[src/sysctl_consts.vh]
`ifndef SYSCTL_CONSTS_VH
`define SYSCTL_CONSTS_VH
// register location and reset image
`define SC_OFFSET 8'h80
`define SC_RESET 32'h0044_9060
// field positions
`define SC_ROUTE 26
`define SC_FLAG 25
`define SC_ENABLE 24
`define SC_PMREV 23
`define SC_SPARE 22
`define SC_GUARD 21
`define SC_VFLOAT 20
`define SC_DREQ 19
`define SC_CHAN_HI 18
`define SC_CHAN_LO 16
`define SC_BURST_DN 15
`define SC_BURST_UP 14
`define SC_ACTIVE 13
`define SC_ONE 12
`define SC_BUSY 11
`define SC_UPWAIT 10
`define SC_DNWAIT 9
// clock and power switch timing
`define CLK_PERIOD_NS 40
`define SW_BIT_NS 1000
`define SW_BIT_CYC ((`SW_BIT_NS + `CLK_PERIOD_NS - 1) / `CLK_PERIOD_NS)
`define SW_BITS 24
`define PWR_UP_DELAY_US 300
`define PWR_UP_DELAY_CYC ((`PWR_UP_DELAY_US * 1000) / `CLK_PERIOD_NS)
`define PWR_DN_DELAY_US 100
`define PWR_DN_DELAY_CYC ((`PWR_DN_DELAY_US * 1000) / `CLK_PERIOD_NS)
`endif

[src/socket_system_control_bits.v]
`timescale 1ns/1ps
`include "sysctl_consts.vh"

module socket_system_control_bits #(
  parameter SW_BITS = `SW_BITS,
  parameter UP_DELAY_CYC = `PWR_UP_DELAY_CYC,
  parameter DN_DELAY_CYC = `PWR_DN_DELAY_CYC
) (
  // clock and reset
  input wire clk,
  input wire rst,
  // configuration access
  input wire cfg_wr,
  input wire cfg_rd,
  input wire cfg_func,
  input wire [7:0] cfg_addr,
  input wire [3:0] cfg_be,
  input wire [31:0] cfg_wdata,
  output reg [31:0] cfg_rdata,
  // socket events, one bit per socket/function
  input wire [1:0] power_write,
  input wire [1:0] power_up_req,
  input wire [1:0] card_access,
  input wire [1:0] cardbus_present,
  input wire [1:0] card16_present,
  input wire [1:0] card_dreq,
  // interrupt pulses
  output reg irq2_pulse,
  output reg [1:0] card_status_change,
  // socket controls
  output wire [1:0] spare_pin_low_oe,
  output wire [1:0] supply_guard_on,
  output wire [1:0] addr_hi_float,
  output wire [1:0] dma_request,
  output wire [5:0] dma_channel_assign,
  output wire [1:0] pm_rev11,
  output wire read_burst_downstream_en,
  output wire read_burst_upstream_en,
  // power switch stream
  output reg sw_clk_en,
  output wire power_serial_busy
);

  ////////////////////////////////////////////////////////////////////////////
  // decode
  wire hit = (cfg_addr == `SC_OFFSET);
  wire wr_hit = cfg_wr & hit;
  wire wr_f0 = wr_hit & ~cfg_func;
  wire [31:0] wmask = {{8{cfg_be[3]}}, {8{cfg_be[2]}}, {8{cfg_be[1]}}, {8{cfg_be[0]}}};
  wire [31:0] rst_img = `SC_RESET;

  ////////////////////////////////////////////////////////////////////////////
  // shared and global fields
  reg route_q;
  reg enable_q;
  reg burst_dn_q;
  reg burst_up_q;
  always @(posedge clk) begin
    if (rst) begin
      route_q <= 1'b0;
      enable_q <= 1'b0;
      burst_dn_q <= 1'b1;
      burst_up_q <= 1'b0;
    end else begin
      if (wr_hit & wmask[`SC_ROUTE])
        route_q <= cfg_wdata[`SC_ROUTE];
      if (wr_f0 & wmask[`SC_ENABLE])
        enable_q <= cfg_wdata[`SC_ENABLE];
      if (wr_f0 & wmask[`SC_BURST_DN])
        burst_dn_q <= cfg_wdata[`SC_BURST_DN];
      if (wr_f0 & wmask[`SC_BURST_UP])
        burst_up_q <= cfg_wdata[`SC_BURST_UP];
    end
  end
  assign read_burst_downstream_en = burst_dn_q;
  assign read_burst_upstream_en = burst_up_q;

  ////////////////////////////////////////////////////////////////////////////
  // per-function fields
  reg [1:0] flag_q;
  reg [1:0] pmrev_q;
  reg [1:0] spare_q;
  reg [1:0] guard_q;
  reg [1:0] vfloat_q;
  reg [1:0] dreq_q;
  reg [5:0] chan_q;
  reg [1:0] active_q;
  reg [1:0] csc_d;

  genvar i;
  generate
    for (i = 0; i < 2; i = i + 1) begin : g_fn
      wire wr_me = wr_hit & (cfg_func == i);
      wire rd_me = cfg_rd & hit & (cfg_func == i);
      wire set_flag = power_write[i] & enable_q;
      always @(posedge clk) begin
        if (rst) begin
          flag_q[i] <= 1'b0;
          pmrev_q[i] <= 1'b0;
          spare_q[i] <= rst_img[`SC_SPARE];
          guard_q[i] <= 1'b0;
          vfloat_q[i] <= 1'b0;
          dreq_q[i] <= 1'b0;
          chan_q[3*i+2 -: 3] <= rst_img[`SC_CHAN_HI:`SC_CHAN_LO];
          active_q[i] <= 1'b0;
        end else begin
          // set wins over a same-cycle clear
          if (set_flag)
            flag_q[i] <= 1'b1;
          else if (wr_me & wmask[`SC_FLAG] & cfg_wdata[`SC_FLAG])
            flag_q[i] <= 1'b0;
          if (card_access[i])
            active_q[i] <= 1'b1;
          else if (rd_me)
            active_q[i] <= 1'b0;
          if (wr_me & wmask[`SC_PMREV])
            pmrev_q[i] <= cfg_wdata[`SC_PMREV];
          if (wr_me & wmask[`SC_SPARE])
            spare_q[i] <= cfg_wdata[`SC_SPARE];
          if (wr_me & wmask[`SC_GUARD])
            guard_q[i] <= cfg_wdata[`SC_GUARD];
          if (wr_me & wmask[`SC_VFLOAT])
            vfloat_q[i] <= cfg_wdata[`SC_VFLOAT];
          if (wr_me & wmask[`SC_DREQ])
            dreq_q[i] <= cfg_wdata[`SC_DREQ];
          if (wr_me & wmask[`SC_CHAN_LO])
            chan_q[3*i+2 -: 3] <= cfg_wdata[`SC_CHAN_HI:`SC_CHAN_LO];
        end
      end
      always @* begin
        csc_d[i] = set_flag & route_q;
      end
      assign spare_pin_low_oe[i] = cardbus_present[i] & spare_q[i];
      assign supply_guard_on[i] = card16_present[i] & ~guard_q[i];
      assign addr_hi_float[i] = card16_present[i] & vfloat_q[i];
      assign dma_request[i] = card16_present[i] & dreq_q[i] & card_dreq[i];
    end
  endgenerate
  assign pm_rev11 = pmrev_q;
  assign dma_channel_assign = chan_q;

  // interrupt pulses: routing picks irq2 or the socket's status change
  always @(posedge clk) begin
    if (rst) begin
      irq2_pulse <= 1'b0;
      card_status_change <= 2'h0;
    end else begin
      irq2_pulse <= |(power_write & {2{enable_q}}) & ~route_q;
      card_status_change <= csc_d;
    end
  end

  ////////////////////////////////////////////////////////////////////////////
  // power switch stream and settle delay
  localparam ST_IDLE = 2'h0;
  localparam ST_SHIFT = 2'h1;
  localparam ST_WAIT = 2'h2;
  localparam [15:0] BIT_CYC = `SW_BIT_CYC;
  reg [1:0] st_q;
  reg [15:0] div_q;
  reg [7:0] bits_q;
  reg [31:0] wait_q;
  reg up_q;
  reg upwait_q;
  reg dnwait_q;
  // one stream at a time; a power write during a stream is not queued
  wire pw_any = |power_write;
  always @(posedge clk) begin
    if (rst) begin
      st_q <= ST_IDLE;
      div_q <= 16'h0000;
      bits_q <= 8'h00;
      wait_q <= 32'h0000_0000;
      up_q <= 1'b0;
      upwait_q <= 1'b0;
      dnwait_q <= 1'b0;
      sw_clk_en <= 1'b0;
    end else begin
      sw_clk_en <= 1'b0;
      case (st_q)
        ST_IDLE: begin
          if (pw_any) begin
            st_q <= ST_SHIFT;
            up_q <= |(power_write & power_up_req);
            div_q <= 16'h0000;
            bits_q <= 8'h00;
          end
        end
        ST_SHIFT: begin
          if (div_q == BIT_CYC - 16'h0001) begin
            div_q <= 16'h0000;
            sw_clk_en <= 1'b1;
            bits_q <= bits_q + 8'h01;
            if (bits_q == SW_BITS - 1) begin
              st_q <= ST_WAIT;
              upwait_q <= up_q;
              dnwait_q <= ~up_q;
              wait_q <= up_q ? UP_DELAY_CYC : DN_DELAY_CYC;
            end
          end else begin
            div_q <= div_q + 16'h0001;
          end
        end
        ST_WAIT: begin
          if (wait_q <= 32'h0000_0001) begin
            st_q <= ST_IDLE;
            upwait_q <= 1'b0;
            dnwait_q <= 1'b0;
          end else begin
            wait_q <= wait_q - 32'h0000_0001;
          end
        end
        default: st_q <= ST_IDLE;
      endcase
    end
  end
  assign power_serial_busy = (st_q != ST_IDLE);

  ////////////////////////////////////////////////////////////////////////////
  // read data; status bits have no write path
  always @(posedge clk) begin
    if (rst) begin
      cfg_rdata <= 32'h0000_0000;
    end else if (cfg_rd) begin
      cfg_rdata <= 32'h0000_0000;
      if (hit) begin
        cfg_rdata[`SC_ROUTE] <= route_q;
        cfg_rdata[`SC_FLAG] <= flag_q[cfg_func];
        cfg_rdata[`SC_ENABLE] <= enable_q;
        cfg_rdata[`SC_PMREV] <= pmrev_q[cfg_func];
        cfg_rdata[`SC_SPARE] <= spare_q[cfg_func];
        cfg_rdata[`SC_GUARD] <= guard_q[cfg_func];
        cfg_rdata[`SC_VFLOAT] <= vfloat_q[cfg_func];
        cfg_rdata[`SC_DREQ] <= dreq_q[cfg_func];
        cfg_rdata[`SC_CHAN_HI:`SC_CHAN_LO] <= cfg_func ? chan_q[5:3] : chan_q[2:0];
        cfg_rdata[`SC_BURST_DN] <= burst_dn_q;
        cfg_rdata[`SC_BURST_UP] <= burst_up_q;
        cfg_rdata[`SC_ACTIVE] <= active_q[cfg_func];
        cfg_rdata[`SC_ONE] <= 1'b1;
        cfg_rdata[`SC_BUSY] <= power_serial_busy;
        cfg_rdata[`SC_UPWAIT] <= upwait_q;
        cfg_rdata[`SC_DNWAIT] <= dnwait_q;
      end
    end
  end

endmodule // socket_system_control_bits

[config.mk]
export PLATFORM = sky130hd
export DESIGN_NAME = socket_system_control_bits
export DESIGN_NICKNAME = d
export VERILOG_FILES = /design/src/socket_system_control_bits.v
export VERILOG_INCLUDE_DIRS = /design/src
export SDC_FILE = /design/constraint.sdc
export NUM_CORES = 1
export LEC_CHECK = 0
export BUFFER_PORTS_ARGS = -buffer_cell sky130_fd_sc_hd__buf_2
export CAP_MARGIN = 20
export CORE_UTILIZATION = 50
export CTS_BUF_LIST = sky130_fd_sc_hd__clkbuf_8
export DETAILED_ROUTE_END_ITERATION = 7
export PLACE_DENSITY = 0.83
export SLEW_MARGIN = 20
export SYNTH_ARGS = -nofsm -noshare
export SYNTH_HDL_FRONTEND = slang
export SYNTH_SLANG_ARGS = --single-unit
[constraint.sdc]
create_clock -name clk -period 7.6 [get_ports clk]
set_clock_uncertainty 0.2 [all_clocks]
set_input_delay 1.52 -clock clk [delete_from_list [all_inputs] [get_ports clk]]
set_output_delay 1.52 -clock clk [all_outputs]
set_load 0.02 [all_outputs]
* After elaboration in Yosys (flattened, before gate mapping)
Index checks and enable logic that the tools add are counted.
Word-level totals: memories kept 0, register bits after elaboration 107, bits in read-only memories 0, input port bits 61, output and inout port bits 55, RAM bits 0, bits in latches 0
Cells by class: divide/modulo/power cells 0, shifts and indexed selects 0, equality and inequality tests 10, $lt $le $gt $ge 2, multiply operators 0, add/subtract/negate cells 3, bitwise gates (word level) 37, reduce and logical (&&, ||, !) cells 18, multiplexer cells 48
Operators by type and width (number):
- two-way mux 32 bit | 3
- one-hot mux 32 bit (2 select lines) | 1
- less-or-equal comparator 32 x 1 -> 1 bit, second input constant | 1
- two-way mux 16 bit | 2
- one-hot mux 16 bit (2 select lines) | 1
- subtractor 32 x 1 -> 32 bit, second input constant | 1
- AND 1 bit | 29
- two-way mux 1 bit | 28
- two-way mux 18 bit | 1
- adder 16 x 1 -> 16 bit, second input constant | 1
- == test 16 x 5 -> 1 bit, second input constant | 1
- two-way mux 8 bit | 2
- one-hot mux 8 bit (2 select lines) | 1
- nonzero test 2 bit | 7
- two-way mux 13 bit | 1
- AND reduction 4 bit | 3
- inequality test 2 bit, second input constant | 5
- adder 8 x 1 -> 8 bit, second input constant | 1
- == test 8 x 5 -> 1 bit, second input constant | 1
- == test 8 bit, second input constant | 1
- two-way mux 2 bit | 4
- OR reduction 2 bit | 4
- NOT 1 bit | 6
- one-hot mux 2 bit (3 select lines) | 1
- 9 further kinds | 12

* Longest topological paths before layout
Gate-level depths: netlist of the first run.
word-level depth 7, depth in mapped cells 10

* Worst setup path before layout of the first run
OpenSTA, ideal clock, no wires.
path type input port to output port, start point input card16_present[0], end point output supply_guard_on[0], cell stages on the path 1, path buffers 0, arrival 1.847 ns, path slack 4.033 ns, path through nor2b_1
Between the ends: word-level cells in the longest chain between the ends 1
Ends and longest elaborated chain:
- from (decl) | line socket_system_control_bits.v:25 | input wire [1:0] card16_present,
- AND 1 bit | line socket_system_control_bits.v:134 | assign supply_guard_on[i] = card16_present[i] & ~guard_q[i];
- to (decl) | line socket_system_control_bits.v:32 | output wire [1:0] supply_guard_on,
Every way passes these cells.

* Final worst setup path of the first run
start point input card_dreq[1], end point output dma_request[1]
Between the ends: word-level cells in the longest chain between the ends 1
Ends and longest elaborated chain:
- from (decl) | line socket_system_control_bits.v:26 | input wire [1:0] card_dreq,
- AND 1 bit | line socket_system_control_bits.v:136 | assign dma_request[i] = card16_present[i] & dreq_q[i] & card_dreq[i];
- to (decl) | line socket_system_control_bits.v:34 | output wire [1:0] dma_request,
Every way passes these cells.

==> results of run 1 <==
## metrics by stage
| stage | cells | setup WS [ns] | utilization (%) | total power [W] | hold WS, ns |
|---|---|---|---|---|---|
| after floorplan | 609 | 4.03 | - | 0.000615 | 0.242 |
| after global placement | 784 | 3.81 | 55.6 | 0.000627 | 0.256 |
| after detailed placement | 784 | 3.76 | 55.6 | 0.000629 | 0.260 |
| after CTS | 799 | 3.94 | 57.4 | 0.000937 | 0.273 |
| after global routing | 799 | 3.93 | 57.5 | 0.000963 | 0.304 |
| final | 799 | 3.95 | 57.5 | 0.000933 | 0.273 |
## cell usage after synthesis (2+ instances only)
| master | count |
|---|---|
| sky130_fd_sc_hd__a31oi_1 | 4 |
| sky130_fd_sc_hd__o2111ai_1 | 2 |
| sky130_fd_sc_hd__nor2_1 | 85 |
| sky130_fd_sc_hd__inv_1 | 6 |
| sky130_fd_sc_hd__nor3_1 | 15 |
| sky130_fd_sc_hd__or4_4 | 2 |
| sky130_fd_sc_hd__xor2_1 | 14 |
| sky130_fd_sc_hd__ha_1 | 5 |
| sky130_fd_sc_hd__buf_1 | 2 |
| sky130_fd_sc_hd__nand4_1 | 16 |
| sky130_fd_sc_hd__mux2_2 | 10 |
| sky130_fd_sc_hd__nand2b_1 | 4 |
| sky130_fd_sc_hd__mux2i_1 | 8 |
| sky130_fd_sc_hd__and3_1 | 17 |
| sky130_fd_sc_hd__a22oi_1 | 19 |
| sky130_fd_sc_hd__o32ai_1 | 2 |
| sky130_fd_sc_hd__buf_4 | 15 |
| sky130_fd_sc_hd__o21ai_0 | 17 |
| sky130_fd_sc_hd__or4_1 | 10 |
| sky130_fd_sc_hd__and2_1 | 7 |
| sky130_fd_sc_hd__o31ai_1 | 9 |
| sky130_fd_sc_hd__dfxtp_1 | 107 |
| sky130_fd_sc_hd__a211oi_1 | 2 |
| sky130_fd_sc_hd__a21oi_1 | 49 |
| sky130_fd_sc_hd__xnor2_1 | 13 |
| sky130_fd_sc_hd__or3_1 | 13 |
| sky130_fd_sc_hd__nor4b_1 | 4 |
| sky130_fd_sc_hd__nand3_1 | 25 |
| sky130_fd_sc_hd__or2_2 | 7 |
| sky130_fd_sc_hd__clkbuf_1 | 22 |
| sky130_fd_sc_hd__nand2_1 | 42 |
| sky130_fd_sc_hd__nor2b_1 | 7 |
| sky130_fd_sc_hd__and4_1 | 2 |
| sky130_fd_sc_hd__clkinv_1 | 2 |
| sky130_fd_sc_hd__nor4_1 | 14 |
## metal layers
layer	vias to the layer above	routed length, um	GRT usage, %
met3	21	605	3.15
met2	160	5770	36.4
met5	-	0	0
li1	2243	-	-
met4	0	192	10.1
met1	2171	5040	29.1
## power groups by stage
| stage | Clock (W) | Sequential [W] | Combinational (W) |
|---|---|---|---|
| after floorplan | 0 | 0.000577 | 0.0000375 |
| after global placement | 0 | 0.000578 | 0.0000496 |
| after detailed placement | 0 | 0.000578 | 0.0000511 |
| after CTS | 0.000321 | 0.000565 | 0.0000513 |
| after global routing | 0.000342 | 0.000565 | 0.0000563 |
| final | 0.000316 | 0.000565 | 0.0000516 |
## logic make-up (layout without fill, tap and decap cells)
logic type                 after synthesis  after routing  share of synthesized area [%]
AOI/OAI and AO/OA                      109            109                           13.1
DFF                                    107            107                           42.9
muxes                                   18             18                           3.86
buffers and inverters                   49            106                           4.99
adders and majority gates                5              5                           1.25
other                                    1             14                         0.0751
xor gates and xnor gates                27             27                           4.74
and+or+nand+nor                        280            280                           29.1
## worst max-delay path: stages
cell and delay (ns):
sky130_fd_sc_hd__buf_2 0.10, sky130_fd_sc_hd__and3_1 0.16, sky130_fd_sc_hd__buf_2 0.15
## registers in the layout (all words and copies together), names as in the netlist, 2 cells and up
signal              flops
active_q                2
dreq_q                  2
spare_q                 2
pm_rev11                2
flag_q                  2
dma_channel_assign      6
vfloat_q                2
wait_q                 32
guard_q                 2
bits_q                  8
st_q                    2
cfg_rdata              18
div_q                  16
card_status_change      2
## cell type report
type	count	area, um^2
inverter	8	30.0
timing repair buffer	83	420
fill	877	4140
clock buffer	10	138
sequential	107	2140
clock inverter	5	37.5
tap	133	166
multi-input combinational	453	2660
## path summary, 6_finish.rpt
check / to / slack (ns) / depth (start not counted)
setup reg to reg: wait_q[19] / 4.53 / 6
hold reg to reg: dnwait_q / 0.27 / 2
hold / removal: dnwait_q / 0.27 / 2
setup / recovery: dma_request[1] / 3.95 / 3
==> summary.md, run 1 <==
| Metric | Value |
|---|---|
| Switching power summed over all nets | 0.000227 W |
| Row Count | 36 |
| Worst slew margin relative to its limit | 27.8% |
| Post-route setup TNS | 0 ns |
| Area of placed instances | 5410 um^2 |
| Sequential share of power | 60.5% |
| Count of state elements after synthesis | 107 |
| Maximum vdd drop | 0.107 mV |
| Type of element launching the critical path | primary input |
| Root buffer selected by CTS | sky130_fd_sc_hd__clkbuf_8 |
| RSZ-0062 raised after global routing | false |
| Clock latency of the later-clocked register in the worst-skew pair | 0.37 ns |
| Int Pwr | 0.000706 W |
| Most common flop cell mapped by yosys | sky130_fd_sc_hd__dfxtp_1 |
| Area share of the leading cell type in the synthesized netlist | 42.9% |
| Gate Count Post-Synth | 596 |
| Kind of capture point of the worst setup path | output port |
| Crit path launch | card_dreq[1] |
| Final Hold Vio Count | 0 |
| Async set or reset register ratio after synthesis | 0% |
| Worst hold path class | reg2reg |
| Leakage power total | 2.28 nW |
| Slew at the pin with the worst max-slew slack | 1.07 ns |
| Number of max-slew violations in the final report | 0 |
| Count of routing violations after the opening detailed-route iteration | 265 |
| Die Span X | 102 um |
| Power density over the cells | 167 nW/um^2 |
| Quantity of hold-fixing buffers added after cts | 0 |
| Number of antenna violations at the first check in global routing | 0 |
| Minimum clock period | 3.65 ns |
| Most frequent cells in the layout | sky130_fd_sc_hd__dfxtp_1, sky130_fd_sc_hd__nor2_1, sky130_fd_sc_hd__buf_2 |
| Data arrival time of the critical path | 1.93 ns |
| Total vias in the final route | 4595 |
| Number of design rule violations left after detail routing | 0 |
| Max Cap Violations | 0 |
| Part of the total power dissipated in combinational logic | 5.5% |
| Final layout net count | 728 |
| Fraction of final layout cells sized beyond drive strength 1 | 18.6% |
| Clock Pin Slew Worst Setup and Hold Paths | 0.09 ns |
| Cell area after technology mapping | 4990 um^2 |
| TritonCTS clock tree | done |
| Vias in the first global route | 4049 |
| Leftover overflow at the end of global routing | 0 |
| Pin count of the biggest net entering global routing | 63 |
| Post-CTS setup repair buffer count | 0 |
| Number of sinks on the clock net | 107 |
| Number of nets with antenna violations after detailed routing | 0 |
| Number of cells upsized or downsized after cts | 0 |
| Most frequent standard cell in the layout excluding fill and tap cells | sky130_fd_sc_hd__dfxtp_1 |
| First-pass iteration count of the detailed router | 5 |
| Largest area contributor in the netlist | sky130_fd_sc_hd__dfxtp_1 |
| I/O pin count | 116 |
| Critical path fanouts, max | 1 |
| # diodes | 0 |
| Average wire per cell in the routed design | 14.5 um |
| Beginning of the worst register-to-register path | wait_q[23] |
| Summed area of non-filler cells in the final layout | 5590 um^2 |
| Overall die area | 10400 um^2 |
| Number of flops mapped to enable cells by yosys | 0 |
| Core ar. | 9730 um^2 |
| First-pass GRT wire length | 18600 um |
| Routability cong. | 0.887 |
| Min-Delay Startpoint | dnwait_q |
| Clock H-tree levels | 3 |
| Proportion of synthesized chip area in sequential cells | 42.9% |
| Data required, critical path | 5.88 ns |
| Post-detailed-placement half-perimeter wirelength | 8170 um |
| Fmax | 274 MHz |
| Result of the run | finished, final reports clean |
| Type of the setup path with the least slack | in2out |
| Switching fraction of total power | 24.3% |
| Number of warnings issued by yosys | 0 |
| Post-synthesis cell type count | 53 |
| Vias per cell | 5.75 |
| Starting density of the core | 51.3% |
| Ranking of synthesized cells by area | sky130_fd_sc_hd__dfxtp_1, sky130_fd_sc_hd__nor2_1, sky130_fd_sc_hd__a21oi_1, sky130_fd_sc_hd__nand2_1, sky130_fd_sc_hd__a22oi_1 |
| IO Port Bufs | 81 |
| Final number of setup-violating endpoints | 0 |
| GRT Util Overall | 22.2% |
| Post-synthesis average cell area | 8.38 um^2 |
| Final period util | 48.1% |
| Area grow syn2layout | 12.0% |
| Maximum clock insertion buffer count | 2 |
| Clock network fraction of design power | 33.9% |
| Floorplan die height | 102 um |
| Total clock buffers created by CTS | 9 |
| Total routed wirelength | 11600 um |
Note: power is estimated with default switching activity, not from simulation.
==> run 2, diff against run 1 <==
clock period = 3.4 ns   (was 7.6 ns; I/O delays follow)
==> summary.md, run 2 (synthesized netlist as in run 1, its figures left out) <==
| Metric | Value |
|---|---|
| Quantity of hold-fixing buffers added after cts | 0 |
| Final Hold Vio Count | 0 |
| Pin count of the biggest net entering global routing | 62 |
| Final Instance Count excl. Fillers | 805 |
| I/O pin count | 116 |
| Worst setup slack for register-to-register paths | 0.40 ns |
| Number of nets with antenna violations after detailed routing | 0 |
| Root buffer selected by CTS | sky130_fd_sc_hd__clkbuf_8 |
| Power density over the cells | 396 nW/um^2 |
| Count of routing violations after the opening detailed-route iteration | 241 |
| Biggest register | wait_q |
| Clock H-tree levels | 3 |
| Minimum clock period | 3.00 ns |
| Data arrival time of the critical path | 3.02 ns |
| Average wire per cell in the routed design | 14.7 um |
| Post-detailed-placement half-perimeter wirelength | 8360 um |
| Starting density of the core | 51.3% |
| First-pass GRT wire length | 19200 um |
| Clock latency of the later-clocked register in the worst-skew pair | 0.37 ns |
| Overall die area | 10400 um^2 |
| RSZ-0062 raised after global routing | false |
| Vias per cell | 5.72 |
| Maximum clock insertion buffer count | 2 |
| IO Port Bufs | 81 |
| Filler instances | 851 |
| Final period util | 88.3% |
| Worst hold path class | reg2reg |
| Worst slew margin relative to its limit | 47.6% |
| Final number of setup-violating endpoints | 0 |
| Type of the setup path with the least slack | reg2reg |
| Number of max-slew violations in the final report | 0 |
| # diodes | 0 |
| Most used cell along the critical path | sky130_fd_sc_hd__or4_1 |
| Total routed wirelength | 11800 um |
| Total vias in the final route | 4601 |
| Most frequent standard cell in the layout excluding fill and tap cells | sky130_fd_sc_hd__dfxtp_1 |
| Cell family with most CP delay | simple AND/OR/NAND/NOR gates |
| Vias in the first global route | 4344 |
| Max stage delay on crit path | 0.66 ns |
| Post-CTS setup repair buffer count | 0 |
| Number of buffer and inverter stages on the critical path | 0 |
| Post-route setup TNS | 0 ns |
| Slew at the pin with the worst max-slew slack | 0.784 ns |
| Number of cells upsized or downsized after cts | 0 |
| First-pass iteration count of the detailed router | 6 |
| Core ar. | 9730 um^2 |
| Number of design rule violations left after detail routing | 0 |
| Max Cap Violations | 0 |
| Data required, critical path | 3.42 ns |
| Result of the run | finished, final reports clean |
| Standard cell with the maximum stage delay on the critical path | sky130_fd_sc_hd__or4_1 |
| Type of element launching the critical path | flip-flop |
| Leftover overflow at the end of global routing | 0 |
| TritonCTS clock tree | done |
| Row Count | 36 |
| Sequential cell area | 2140 um^2 |
| Clock Pin Slew Worst Setup and Hold Paths | 0.11 ns |
| Floorplan die height | 102 um |
| Total clock buffers created by CTS | 9 |
| Fraction of final layout cells sized beyond drive strength 1 | 19.3% |
| Footprint of the multi-input gates | 2650 um^2 |
| Ordered list of cells on the worst path | or4_1 -> nor4_2 -> a31oi_1 -> o31ai_1 -> or4_1 -> a21oi_1 |
| Placed instance count | 789 |
| Number of sinks on the clock net | 107 |
| Critical path fanouts, max | 6 |
| Routability cong. | 0.878 |
| Die Span X | 102 um |
| Fmax | 333 MHz |
| Kind of capture point of the worst setup path | flip-flop |
| Number of flip-flops under the largest register name | 32 |
| Most frequent cells in the layout | sky130_fd_sc_hd__dfxtp_1, sky130_fd_sc_hd__nor2_1, sky130_fd_sc_hd__buf_2 |
| GRT Util Overall | 23.1% |
| Maximum vdd drop | 0.256 mV |
| Leakage power total | 2.34 nW |
| Registers with the highest flip-flop counts | wait_q: 32 flops, cfg_rdata: 18 flops, div_q: 16 flops |
| Final layout net count | 733 |
| Number of antenna violations at the first check in global routing | 0 |
| Area grow syn2layout | 14.0% |
## run 2: cell count changes in the layout (fill, tap and decap cells not counted), sizes merged
cell	delta
clkinv	+1
inv	+1
buf	+5
clkinvlp	-2
bufinv	+2
clkbuf	-1
## run 2: final timing paths
| path | startpoint | endpoint | depth (start not counted) |
|---|---|---|---|
| max | wait_q[23] | wait_q[25] | 6 |
| min | upwait_q | upwait_q | 2 |
| max reg2reg | wait_q[23] | wait_q[25] | 6 |
| min reg2reg | upwait_q | upwait_q | 2 |
## run 2: layout make-up
type / count / area share [%]
Inverter: 8 / 0.527
Clock inverter: 7 / 1.93
Sequential cell: 107 / 37.6
Clock buffer: 9 / 2.18
Tap cell: 133 / 2.92
Multi-Input combinational cell: 453 / 46.5
Timing Repair Buffer: 88 / 8.26
## run 2: layer usage
| layer | GRT usage, % | wire (um) |
|---|---|---|
| met1 | 27.8 | 4870 |
| met2 | 40.7 | 6270 |
| met3 | 4.38 | 499 |
| met4 | 8.57 | 180 |
| met5 | 0 | 0 |
## run 2: report_power, final
group | leakage [nW] | total (W) | switching (W) | internal [W]
clock network | 0.118 | 0.000877 | 0.000448 | 0.000429
registers | 0.863 | 0.00126 | 0.00000549 | 0.00126
logic | 1.36 | 0.000116 | 0.0000797 | 0.0000362
total | 2.34 | 0.00226 | 0.000534 | 0.00172
## run 2: worst min-delay path: stages, from the launching register on
cell                      delay (ns)
sky130_fd_sc_hd__dfxtp_1        0.32
sky130_fd_sc_hd__nand3_1        0.06
sky130_fd_sc_hd__a21oi_1        0.05
## run 2: per-stage QoR
step	utilization, %	power, W	setup slack (ns)	area [um^2]	hold WS (ns)
4_1_cts	58.5	0.00227	0.466	5690	0.272
3_5_place_dp	56.1	0.00141	0.479	5460	0.258
6_report	58.5	0.00226	0.397	5690	0.269
3_3_place_gp	56.1	0.00140	0.558	5460	0.255
5_1_grt	58.5	0.00233	0.236	5690	0.290
2_1_floorplan	-	0.00137	0.610	5040	0.242
